### src/design/bpp_pkg.sv
package bpp_pkg;

   // ==========================================================================
   // Precedence codes and power conditions
   // ==========================================================================
   localparam logic [1:0] PREC_VENDOR = 2'h0;
   localparam logic [1:0] PREC_BG     = 2'h1;
   localparam logic [1:0] PREC_LP     = 2'h2;

   localparam int NUM_TMR = 5;
   localparam int NUM_BG  = 2;

   localparam int TMR_IDLE_A    = 0;
   localparam int TMR_IDLE_B    = 1;
   localparam int TMR_IDLE_C    = 2;
   localparam int TMR_STANDBY_Y = 3;
   localparam int TMR_STANDBY_Z = 4;

   localparam int BG_SCAN = 0;
   localparam int BG_DEV  = 1;

   // Power condition code: zero is active, otherwise timer index plus one.
   localparam logic [2:0] COND_ACTIVE = 3'h0;

   // Timer index per rank, rank 0 is the highest priority.
   localparam logic [NUM_TMR-1:0][2:0] TMR_RANK = {3'h0, 3'h1, 3'h2, 3'h3, 3'h4};

   // Conditions in which a background function can keep running.
   localparam logic [NUM_TMR-1:0] BG_OK_MASK = 5'h01;

   // ==========================================================================
   // Timing
   // ==========================================================================
   localparam longint TICK_TIME_NS  = 100_000_000;
   localparam longint CLK_PERIOD_NS = 100;
   localparam int     TICK_CYCLES   = int'(TICK_TIME_NS / CLK_PERIOD_NS);
   localparam int     TMR_W         = 32;
   localparam int     PRE_W         = 32;

   typedef enum logic [2:0] {
      BPP_ST_AWAKE = 3'h1,
      BPP_ST_BG    = 3'h2,
      BPP_ST_LOW   = 3'h4
   } bpp_state_t;

endpackage

### src/design/bpp_tmr_if.sv
`timescale 1ns/100ps
interface bpp_tmr_if
   import bpp_pkg::*;
   ();
   logic [NUM_TMR-1:0][TMR_W-1:0] init_val;
   logic [NUM_TMR-1:0]            enable;
   logic                          activity;
   logic [NUM_TMR-1:0]            expired;

   modport tmr (input init_val, input enable, input activity, output expired);
   modport ctl (output init_val, output enable, output activity, input expired);
endinterface

### src/design/bpp_timer_bank.sv
`timescale 1ns/100ps
module bpp_timer_bank
   import bpp_pkg::*;
   #(
   parameter int TICKS = TICK_CYCLES
   ) (
   input  wire logic clk,
   input  wire logic rst_n,
   bpp_tmr_if.tmr    tif
   );

   // A zero prescale would compare against all ones and tick at most once every 2^32 cycles.
   if (TICKS < 1) begin : g_bad_ticks
      $error("bpp_timer_bank: TICKS must be at least one");
   end

   // ==========================================================================
   // Shared tenth-of-a-second prescaler
   // ==========================================================================
   logic [PRE_W-1:0] pre_q;
   logic             tick;

   assign tick = (pre_q == PRE_W'(TICKS - 1));

   always_ff @(posedge clk or negedge rst_n) begin
      if (!rst_n) begin
         pre_q <= '0;
      end else if (tif.activity || tick) begin
         pre_q <= '0;
      end else begin
         pre_q <= pre_q + PRE_W'(1);
      end
   end

   // ==========================================================================
   // Inactivity timers
   // ==========================================================================
   genvar i;
   generate
      for (i = 0; i < NUM_TMR; i++) begin : g_tmr
         logic [TMR_W-1:0] cnt_q;
         logic             exp_q;

         always_ff @(posedge clk or negedge rst_n) begin
            if (!rst_n) begin
               cnt_q <= '0;
               exp_q <= 1'b0;
            end else if (tif.activity) begin
               cnt_q <= '0;
               exp_q <= 1'b0;
            end else if (tick && !exp_q) begin
               cnt_q <= cnt_q + TMR_W'(1);
               exp_q <= ((cnt_q + TMR_W'(1)) >= tif.init_val[i]);
            end
         end

         assign tif.expired[i] = exp_q && tif.enable[i];
      end
   endgenerate

endmodule

### src/design/bpp_top.sv
`timescale 1ns/100ps
module bpp_top
   import bpp_pkg::*;
   #(
   parameter int TICKS = TICK_CYCLES
   ) (
   input  wire logic                          clk,
   input  wire logic                          reset_n,
   input  wire logic [1:0]                    bg_power_precedence_code,
   input  wire logic [NUM_TMR-1:0]            timer_enable,
   input  wire logic [NUM_TMR-1:0][TMR_W-1:0] timer_init,
   input  wire logic [NUM_BG-1:0]             bg_enable,
   input  wire logic                          scan_timer_expired,
   input  wire logic                          device_event,
   input  wire logic [NUM_BG-1:0]             bg_done,
   input  wire logic                          host_cmd_pending,
   output logic      [2:0]                    power_cond,
   output logic      [NUM_BG-1:0]             bg_run,
   output logic      [NUM_BG-1:0]             bg_pending,
   output logic                               bg_suspended,
   output logic      [NUM_TMR-1:0]            timer_expired
   );

   // ==========================================================================
   // Reset release
   // ==========================================================================
   logic rst_meta_q;
   logic rst_n_q;

   always_ff @(posedge clk or negedge reset_n) begin
      if (!reset_n) begin
         rst_meta_q <= 1'b0;
         rst_n_q    <= 1'b0;
      end else begin
         rst_meta_q <= 1'b1;
         rst_n_q    <= rst_meta_q;
      end
   end

   // ==========================================================================
   // Inactivity timers
   // ==========================================================================
   bpp_tmr_if tif ();

   // Only host traffic counts as activity, so a timer can run out during
   // background work and the precedence policy then decides what happens.
   assign tif.init_val = timer_init;
   assign tif.enable   = timer_enable;
   assign tif.activity = host_cmd_pending;

   bpp_timer_bank #(
      .TICKS (TICKS)
   ) u_timers (
      .clk   (clk),
      .rst_n (rst_n_q),
      .tif   (tif)
   );

   // ==========================================================================
   // Helper functions
   // ==========================================================================
   // fixed priority pick
   function automatic logic [2:0] pick_cond(input logic [NUM_TMR-1:0] exp);
      logic [2:0] res;
      res = COND_ACTIVE;
      for (int r = NUM_TMR - 1; r >= 0; r--) begin
         if (exp[TMR_RANK[r]]) begin
            res = TMR_RANK[r] + 3'h1;
         end
      end
      return res;
   endfunction

   function automatic logic [NUM_BG-1:0] pick_bg(input logic [NUM_BG-1:0] pend);
      logic [NUM_BG-1:0] res;
      res = '0;
      for (int b = NUM_BG - 1; b >= 0; b--) begin
         if (pend[b]) begin
            res = '0;
            res[b] = 1'b1;
         end
      end
      return res;
   endfunction

   // Condition code zero is active, so it never maps onto the mask.
   function automatic logic cond_allows_bg(input logic [2:0] cond);
      logic ok;
      ok = 1'b0;
      for (int t = 0; t < NUM_TMR; t++) begin
         if (cond == 3'(t + 1)) begin
            ok = BG_OK_MASK[t];
         end
      end
      return ok;
   endfunction

   // A timer missing from the rank table could expire and never be chosen.
   function automatic logic rank_is_perm();
      logic [NUM_TMR-1:0] seen;
      seen = '0;
      for (int r = 0; r < NUM_TMR; r++) begin
         if (int'(TMR_RANK[r]) < NUM_TMR) begin
            seen[TMR_RANK[r]] = 1'b1;
         end
      end
      return &seen;
   endfunction

   // ==========================================================================
   // Elaboration checks
   // ==========================================================================
   // The condition code is three bits wide and only two initiating inputs exist.
   if (TICKS < 1) begin : g_bad_ticks
      $error("bpp_top: TICKS must be at least one");
   end
   if (NUM_TMR > 7) begin : g_bad_tmr
      $error("bpp_top: condition code cannot name that many timers");
   end
   if (NUM_BG != 2) begin : g_bad_bg
      $error("bpp_top: exactly two background functions are wired");
   end
   if (!rank_is_perm()) begin : g_bad_rank
      $error("bpp_top: timer rank table is not a permutation");
   end

   // ==========================================================================
   // Policy decode
   // ==========================================================================
   logic               lp_first;
   logic [NUM_TMR-1:0] exp;
   logic               any_exp;
   logic [2:0]         target;
   logic               target_bg_ok;

   // Only the low-power code is decoded, so the reserved code also falls
   // through to background-first rather than to an undefined policy.
   // code zero acts as background-first
   assign lp_first     = (bg_power_precedence_code == PREC_LP);
   assign exp          = tif.expired;
   assign any_exp      = |exp;
   assign target       = pick_cond(exp);
   assign target_bg_ok = cond_allows_bg(target);

   // ==========================================================================
   // Pending background functions
   // ==========================================================================
   logic [NUM_BG-1:0] pend_q;
   logic [NUM_BG-1:0] run_q;
   logic [NUM_BG-1:0] init_ev;
   logic [NUM_BG-1:0] finish;

   assign init_ev[BG_SCAN] = scan_timer_expired && bg_enable[BG_SCAN];
   assign init_ev[BG_DEV]  = device_event && bg_enable[BG_DEV];
   assign finish           = bg_done & run_q;

   always_ff @(posedge clk or negedge rst_n_q) begin
      if (!rst_n_q) begin
         pend_q <= '0;
      end else begin
         pend_q <= (pend_q & ~finish) | init_ev;
      end
   end

   // Work still owed once this cycle's completions are taken off.
   logic [NUM_BG-1:0] pend_left;
   assign pend_left = pend_q & ~finish;

   // ==========================================================================
   // Power and background state machine
   // ==========================================================================
   bpp_state_t        st_q;
   bpp_state_t        st_d;
   logic [2:0]        cond_q;
   logic [2:0]        cond_d;
   logic [NUM_BG-1:0] run_d;
   logic              susp_q;
   logic              susp_d;

   always_comb begin
      st_d   = st_q;
      cond_d = cond_q;
      run_d  = run_q;
      susp_d = susp_q;
      case (st_q)
         BPP_ST_AWAKE: begin
            cond_d = COND_ACTIVE;
            if (!host_cmd_pending && |pend_q) begin
               st_d   = BPP_ST_BG;
               run_d  = pick_bg(pend_q);
               susp_d = 1'b0;
            end else if (!host_cmd_pending && any_exp) begin
               st_d   = BPP_ST_LOW;
               cond_d = target;
            end
         end
         BPP_ST_BG: begin
            if (host_cmd_pending) begin
               st_d   = BPP_ST_AWAKE;
               run_d  = '0;
               susp_d = 1'b1;
            end else if (lp_first && any_exp && !target_bg_ok) begin
               st_d   = BPP_ST_LOW;
               cond_d = target;
               run_d  = '0;
               susp_d = |pend_left;
            end else if (|pend_left) begin
               run_d = (|(run_q & ~finish)) ? run_q : pick_bg(pend_left);
            end else if (any_exp) begin
               st_d   = BPP_ST_LOW;
               cond_d = target;
               run_d  = '0;
            end else begin
               st_d  = BPP_ST_AWAKE;
               run_d = '0;
            end
         end
         BPP_ST_LOW: begin
            if (host_cmd_pending) begin
               st_d   = BPP_ST_AWAKE;
               cond_d = COND_ACTIVE;
            end else if (!lp_first && |pend_q) begin
               // wake for scan; wake for event
               st_d   = BPP_ST_BG;
               cond_d = COND_ACTIVE;
               run_d  = pick_bg(pend_q);
               susp_d = 1'b0;
            end else if (any_exp) begin
               cond_d = target;
            end
         end
         default: begin
            st_d   = BPP_ST_AWAKE;
            cond_d = COND_ACTIVE;
            run_d  = '0;
            susp_d = 1'b0;
         end
      endcase
   end

   always_ff @(posedge clk or negedge rst_n_q) begin
      if (!rst_n_q) begin
         st_q <= BPP_ST_AWAKE;
      end else begin
         st_q <= st_d;
      end
   end

   always_ff @(posedge clk or negedge rst_n_q) begin
      if (!rst_n_q) begin
         cond_q <= COND_ACTIVE;
      end else begin
         cond_q <= cond_d;
      end
   end

   always_ff @(posedge clk or negedge rst_n_q) begin
      if (!rst_n_q) begin
         run_q <= '0;
      end else begin
         run_q <= run_d;
      end
   end

   // The suspended flag shows that work is parked, not lost.
   always_ff @(posedge clk or negedge rst_n_q) begin
      if (!rst_n_q) begin
         susp_q <= 1'b0;
      end else begin
         susp_q <= susp_d;
      end
   end

   // ==========================================================================
   // Outputs
   // ==========================================================================
   assign power_cond    = cond_q;
   assign bg_run        = run_q;
   assign bg_pending    = pend_q;
   assign bg_suspended  = susp_q;
   assign timer_expired = exp;

endmodule

### config.mk
export PLATFORM = sky130hd
export DESIGN_NAME = bpp_top
export DESIGN_NICKNAME = d
export VERILOG_FILES = /design/src/design/bpp_pkg.sv /design/src/design/bpp_tmr_if.sv /design/src/design/bpp_timer_bank.sv /design/src/design/bpp_top.sv
export SDC_FILE = /design/constraint.sdc
export NUM_CORES = 1
export LEC_CHECK = 0
export ABC_AREA = 1
export BUFFER_PORTS_ARGS = -buffer_cell sky130_fd_sc_hd__buf_2
export CAP_MARGIN = 20
export CORE_MARGIN = 10
export CORE_UTILIZATION = 60
export DETAILED_ROUTE_END_ITERATION = 8
export GPL_TIMING_DRIVEN = 0
export HOLD_SLACK_MARGIN = 0.02
export PLACE_DENSITY = 0.81
export SLEW_MARGIN = 20
export SYNTH_ARGS = -nofsm -noshare
export SYNTH_HDL_FRONTEND = slang
export SYNTH_SLANG_ARGS = --single-unit
### constraint.sdc
create_clock -name clk -period 14.95 [get_ports clk]
set_input_delay 2.99 -clock clk [delete_from_list [all_inputs] [get_ports clk]]
set_output_delay 2.99 -clock clk [all_outputs]
set_load 0.02 [all_outputs]
; ---- Word-level counts from Yosys, hierarchy flattened
; Cells that the tools add are included.
; W data, S select, Z words.
[totals]
reg_bits = 210
input_bits = 176
output_inout_bits = 13
elab_cells = 160
[op_classes]
addsub = 6
n_lt_le_gt_ge = 5
eq_ne = 20
muxes = 67
n_bitwise = 5
n_reduce_logical = 39
[op_table]
columns = op, count
row1 = $mux W32, 11
row2 = $add A32 B1 Y32 const B, 6
row3 = $ge A32 B32 Y1, 5
row4 = $mux W3, 20
row5 = $eq A32 B20 Y1 const B, 1
row6 = $mux W2, 11
row7 = $mux W1, 21
row8 = $pmux W3 S3, 2
row9 = $logic_and A1 B1 Y1, 17
row10 = $ne A3 B3 Y1 const B, 4
row11 = $reduce_bool A2 Y1, 5
row12 = $eq A3 B2 Y1 const B, 3
row13 = $eq A3 B3 Y1 const B, 3
row14 = $logic_not A1 Y1, 8
row15 = $ne A2 B2 Y1 const B, 4
row16 = $reduce_and A4 Y1, 2
row17 = $and A2 B2 Y2, 3
row18 = $eq A3 B1 Y1 const B, 2
row19 = $pmux W2 S3, 1
row20 = $reduce_or A2 Y1, 3
row21 = $ne A5 B5 Y1 const B, 1
row22 = $reduce_or A5 Y1, 1
row23 = $ne A4 B4 Y1 const B, 1
row24 = $pmux W1 S3, 1
row25 = other kinds (6), 6

; ---- Logic depth before layout (Yosys ltp)
[depth]
word_depth = 17
depth_mapped = 20
depth_no_buf = 20

; ---- Hierarchy
; Synthesis repeated with hierarchy kept, for this count alone.
[unflattened]
hier_cells = 2844
hier_area_um2 = 18308.8
[modules_own_cells]
columns = module, n_inst, cells_each, area_each_um2, seq_area_each_um2
row1 = bpp_timer_bank, 1, 2717, 17425.5, 4929.7
row2 = bpp_top, 1, 127, 883.3, 326.6

; ---- Worst setup path after synthesis
; Ideal clock, no wire load.
[synth_path]
path_type = in2out
start = in timer_enable[0]
end = out timer_expired[0]
arrival_time_ns = 3.203
required_time_ns = 11.960
setup_slack_ns = 8.757
cell_stages = 2
n_path_buf = 0
path_cell_list = nand2_1 inv_1
[synth_between]
elab_chain_len = 1
[synth_rtl]
columns = item, line_no
row1 = start: declaration, bpp_top.sv:10  ; input wire logic [NUM_TMR-1:0] timer_enable,
row2 = $logic_and A1 B1 Y1, bpp_timer_bank.sv:57  ; assign tif.expired[i] = exp_q && tif.enable[i];
row3 = end: declaration, bpp_top.sv:21  ; output logic [NUM_TMR-1:0] timer_expired
; No other way between the ends.

; ---- Worst setup path after layout
[layout_path]
start = in timer_enable[2]
end = out timer_expired[2]
; The elaborated chain is that of the path after synthesis.

==> run summary <==
189 I/O pins were placed. For the part of the power in registers, the log shows 0.401. The die covers 0.03700 mm².

The area of the multi-input gates is 0.01063 mm². The logs give 85.62 mm for the wire length of the first global-routing pass and 42.34 mm for the placed wire-length estimate after detailed placement. The type of element launching the critical path is an input pin. Final hold violation count: 0. Across the VDD grid, the largest voltage drop is 0.07770 mV. The cell-internal power was 1095 µW. The footprint of the flip-flops and latches was 0.005260 mm²; the period utilization was 0.4361. Measured along the x axis, the die boundary spans 192.4 µm. In this run, CTS created clock tree buffers numbering 26. Cell at the root of the clock tree: sky130_fd_sc_hd__clkbuf_16. The share of synthesized area occupied by flip-flops and latches was 0.2949; the area growth from synthesis to final layout was 14.14%. For this run, design rule violations remaining after detail routing come to 0.

The switching share of total power was 0.2609. Setup repair after global routing left no endpoint under its margin. The clock transition time at the flip-flop clock pins of the worst setup and hold paths is 0.05 ns, and the placer congestion estimate is 0.9619. The path class of the tightest hold or removal check is reg2async. Total number of clock tree sinks: 210. TritonCTS built the clock tree. The floorplan has 63 rows. The maximum number of pins on one net before global-route repair was 49. The element type at the critical path end was an output port.

The setup clock skew after layout is 0.01284 ns, and the area share of and/or/nand/nor cells after synthesis is 0.3710. After the first detailed-routing iteration, the DRC count stood at 1504. The required time at the endpoint of the critical path was 11.96 ns; the via density per instance was 5.399. In this run the power density over the cells is 72.84 mW/mm². Across the run, the number of max-cap violations was 0. The logs give 0.4942 for the headroom to the max-slew limit and 0.112 for the combinational group share of total power. The tools report the H-tree depth as 1.

The switching component of the power came out at 386.6 µW. The initial antenna violation count was 0; the post-route core utilization was 0.6901. Hold repair after CTS inserted 0 buffers. Commonest non-fill, non-tap cell in the layout: sky130_fd_sc_hd__nand2_1.

The transition time at the pin with the least slew margin is 0.7587 ns, and the Yosys warning count is 0. Setup total negative slack on the finished layout was measured at 0 ns. The final antenna-violating net count was 0; the worst slack at placement was 8.448 ns. At the worst endpoint, the arrival time is 3.53 ns. Before antenna repair, the detailed router went through 5 iterations. The final setup violation count was 0; the overall track demand over capacity in global routing was 0.2798.

Post-synthesis mux area share: 0. The library cells used most frequently in the layout, excluding fill and tap cells, are sky130_fd_sc_hd__nand2_1, sky130_fd_sc_hd__inv_1, sky130_fd_sc_hd__nor2_1. Summed over all cells, the static leakage comes to 0.01159 µW. The share of post-route cells with drive strength above 1 was 0.09254; the insertion delay to the later sink of the worst-skew pair was 0.54 ns.

The number of gates resized after CTS is 0, and the final number of max-transition violations is 0. Via total after detailed routing: 18090. The final critical delay including setup and external delays is 6.519 ns, and the fraction of the mapped netlist area in adder cells is 0.1165. The maximum buffer depth of the clock tree was 3; the power after layout was 1482 µW. The number of antenna cells inserted is 0, and the highest achievable clock rate is 0.1534 GHz. The number of cells on the worst reg-to-reg path was 20; the maximum fanout along the worst path was 2. Synthesis produced a netlist whose cell count is 2721. The number of nets in the layout was 3283; the vertical die dimension was 192.4 µm. Fill cells in the final layout number 2640. The net count of the mapped netlist was 3063; the mean cell area of the mapped netlist was 6.550 µm². For the post-CTS setup repair buffer count, the log shows 0. Wire length reported by the detailed router: 52.52 mm. Class of the most critical setup path: in2out. The total core area came out at 0.02948 mm². For the number of distinct library cells after synthesis, the log shows 36.

The run gives 0.6046 as the starting density of the core. The worst path meets setup with 8.431 ns of slack. The flow ran to the end, and the final reports show no timing, DRC or antenna violations.

The count of port buffers added during placement works out to 188. The global-route congestion overflow total was 0. Hold is met by 0.3104 ns. The xor/xnor cell area share of the yosys netlist was 0.06536. The compound-cell area share of the yosys netlist was 0.04324; the routed length per placed instance was 15.67 µm.

The main combinational cell family by area after synthesis is simple AND/OR/NAND/NOR gates. The register bit count reported by yosys was 210; the synthesized area was 0.01782 mm². The via count of the first global-routing pass was 17740; the fraction of power consumed by the clock network was 0.487.
## worst max-delay path, stage by stage
cell and delay [ns]:
sky130_fd_sc_hd__buf_2 0.11, sky130_fd_sc_hd__nand2_1 0.08, sky130_fd_sc_hd__inv_1 0.14, sky130_fd_sc_hd__buf_2 0.20
## metrics by stage
| step | std cells | area [µm²] |
|---|---|---|
| 6_report | 3351 | 20340 |
| 5_1_grt | 3351 | 20340 |
| 4_1_cts | 3351 | 20340 |
| 3_5_place_dp | 3303 | 19350 |
| 3_3_place_gp | 3299 | 19250 |
| 2_1_floorplan | 2721 | 17820 |
## per-layer routing
metal,routed length (µm),up-vias,global-route usage
li1,-,9019,-
met1,22350,8294,0.3526
met2,24900,662,0.4802
met3,3492,116,0.04192
met4,1778,0,0.09362
met5,0,-,0
## kinds of logic (layout without fill, tap and decap cells)
family,after synthesis,in the layout
compound gates,144,144
xor+xnor,133,133
fa+ha+maj,166,166
buf+inv,506,746
flops,210,210
other cells,1,1
simple gates,1561,1561
## path summary, 6_finish.rpt
kind | start | slack (ns) | endpoint
worst max-delay path | timer_enable[2] | 8.43 | timer_expired[2]
worst min-delay path | rst_n_q | 0.31 | u_timers.g_tmr[1].cnt_q[24]
worst max register to register | u_timers.g_tmr[1].cnt_q[0] | 11.65 | u_timers.g_tmr[1].exp_q
worst min register to register | rst_n_q | 0.31 | u_timers.g_tmr[1].cnt_q[24]
max in group asynchronous | reset_n | 12.61 | rst_n_q
min in group clk | rst_meta_q | 0.35 | rst_n_q
## synthesized netlist by cell type (all sizes together)
cell	number	area [µm²]
nor3	94	470.5
dfrtp	209	5230
nand3	240	1201
nand3b	11	82.58
or2	1	6.260
ha	166	2077
inv	457	1715
nor4	7	43.79
buf	31	155.1
nand4	70	452.9
dfstp	1	26.28
o21ai	54	270.3
nand2	873	3282
o211ai	1	7.510
clkinv	1	3.750
nor3b	5	37.54
xnor2	38	332.8
a21o	6	45.04
o22ai	2	12.51
a21oi	69	345.3
and3	3	18.77
o21a	10	75.07
nor2	257	1017
a211oi	1	7.510
xor2	95	832.1
o21bai	1	7.510
clkbuf	17	63.81
conb	1	3.750
## layout make-up
class,count,area share
clock inverter,15,0.01199
clock buffer,33,0.03678
sequential,210,0.2586
buffer,48,0.01076
timing repair buffer,192,0.05093
inverter,458,0.08451
tap,390,0.02399
multi-input combinational,2005,0.5225
## power by group through the flow
stage / combinational, µW / sequential (µW) / clock, µW
floorplan: 84.6 / 612 / 0
global route: 187 / 595 / 751
global placement: 142 / 612 / 0
detailed placement: 163 / 604 / 0
finish: 166 / 594 / 722
CTS: 165 / 593 / 727
## registers in the layout, summed over array words and instances, names as in the netlist
signal and count:
bg_pending 2, bg_run 2, bg_suspended 1, power_cond 3, rst_meta_q 1, rst_n_q 1
st_q 3, u_timers.g_tmr.cnt_q 160, u_timers.g_tmr.exp_q 5, u_timers.pre_q 32
Note: power is estimated with default switching activity, not from simulation.
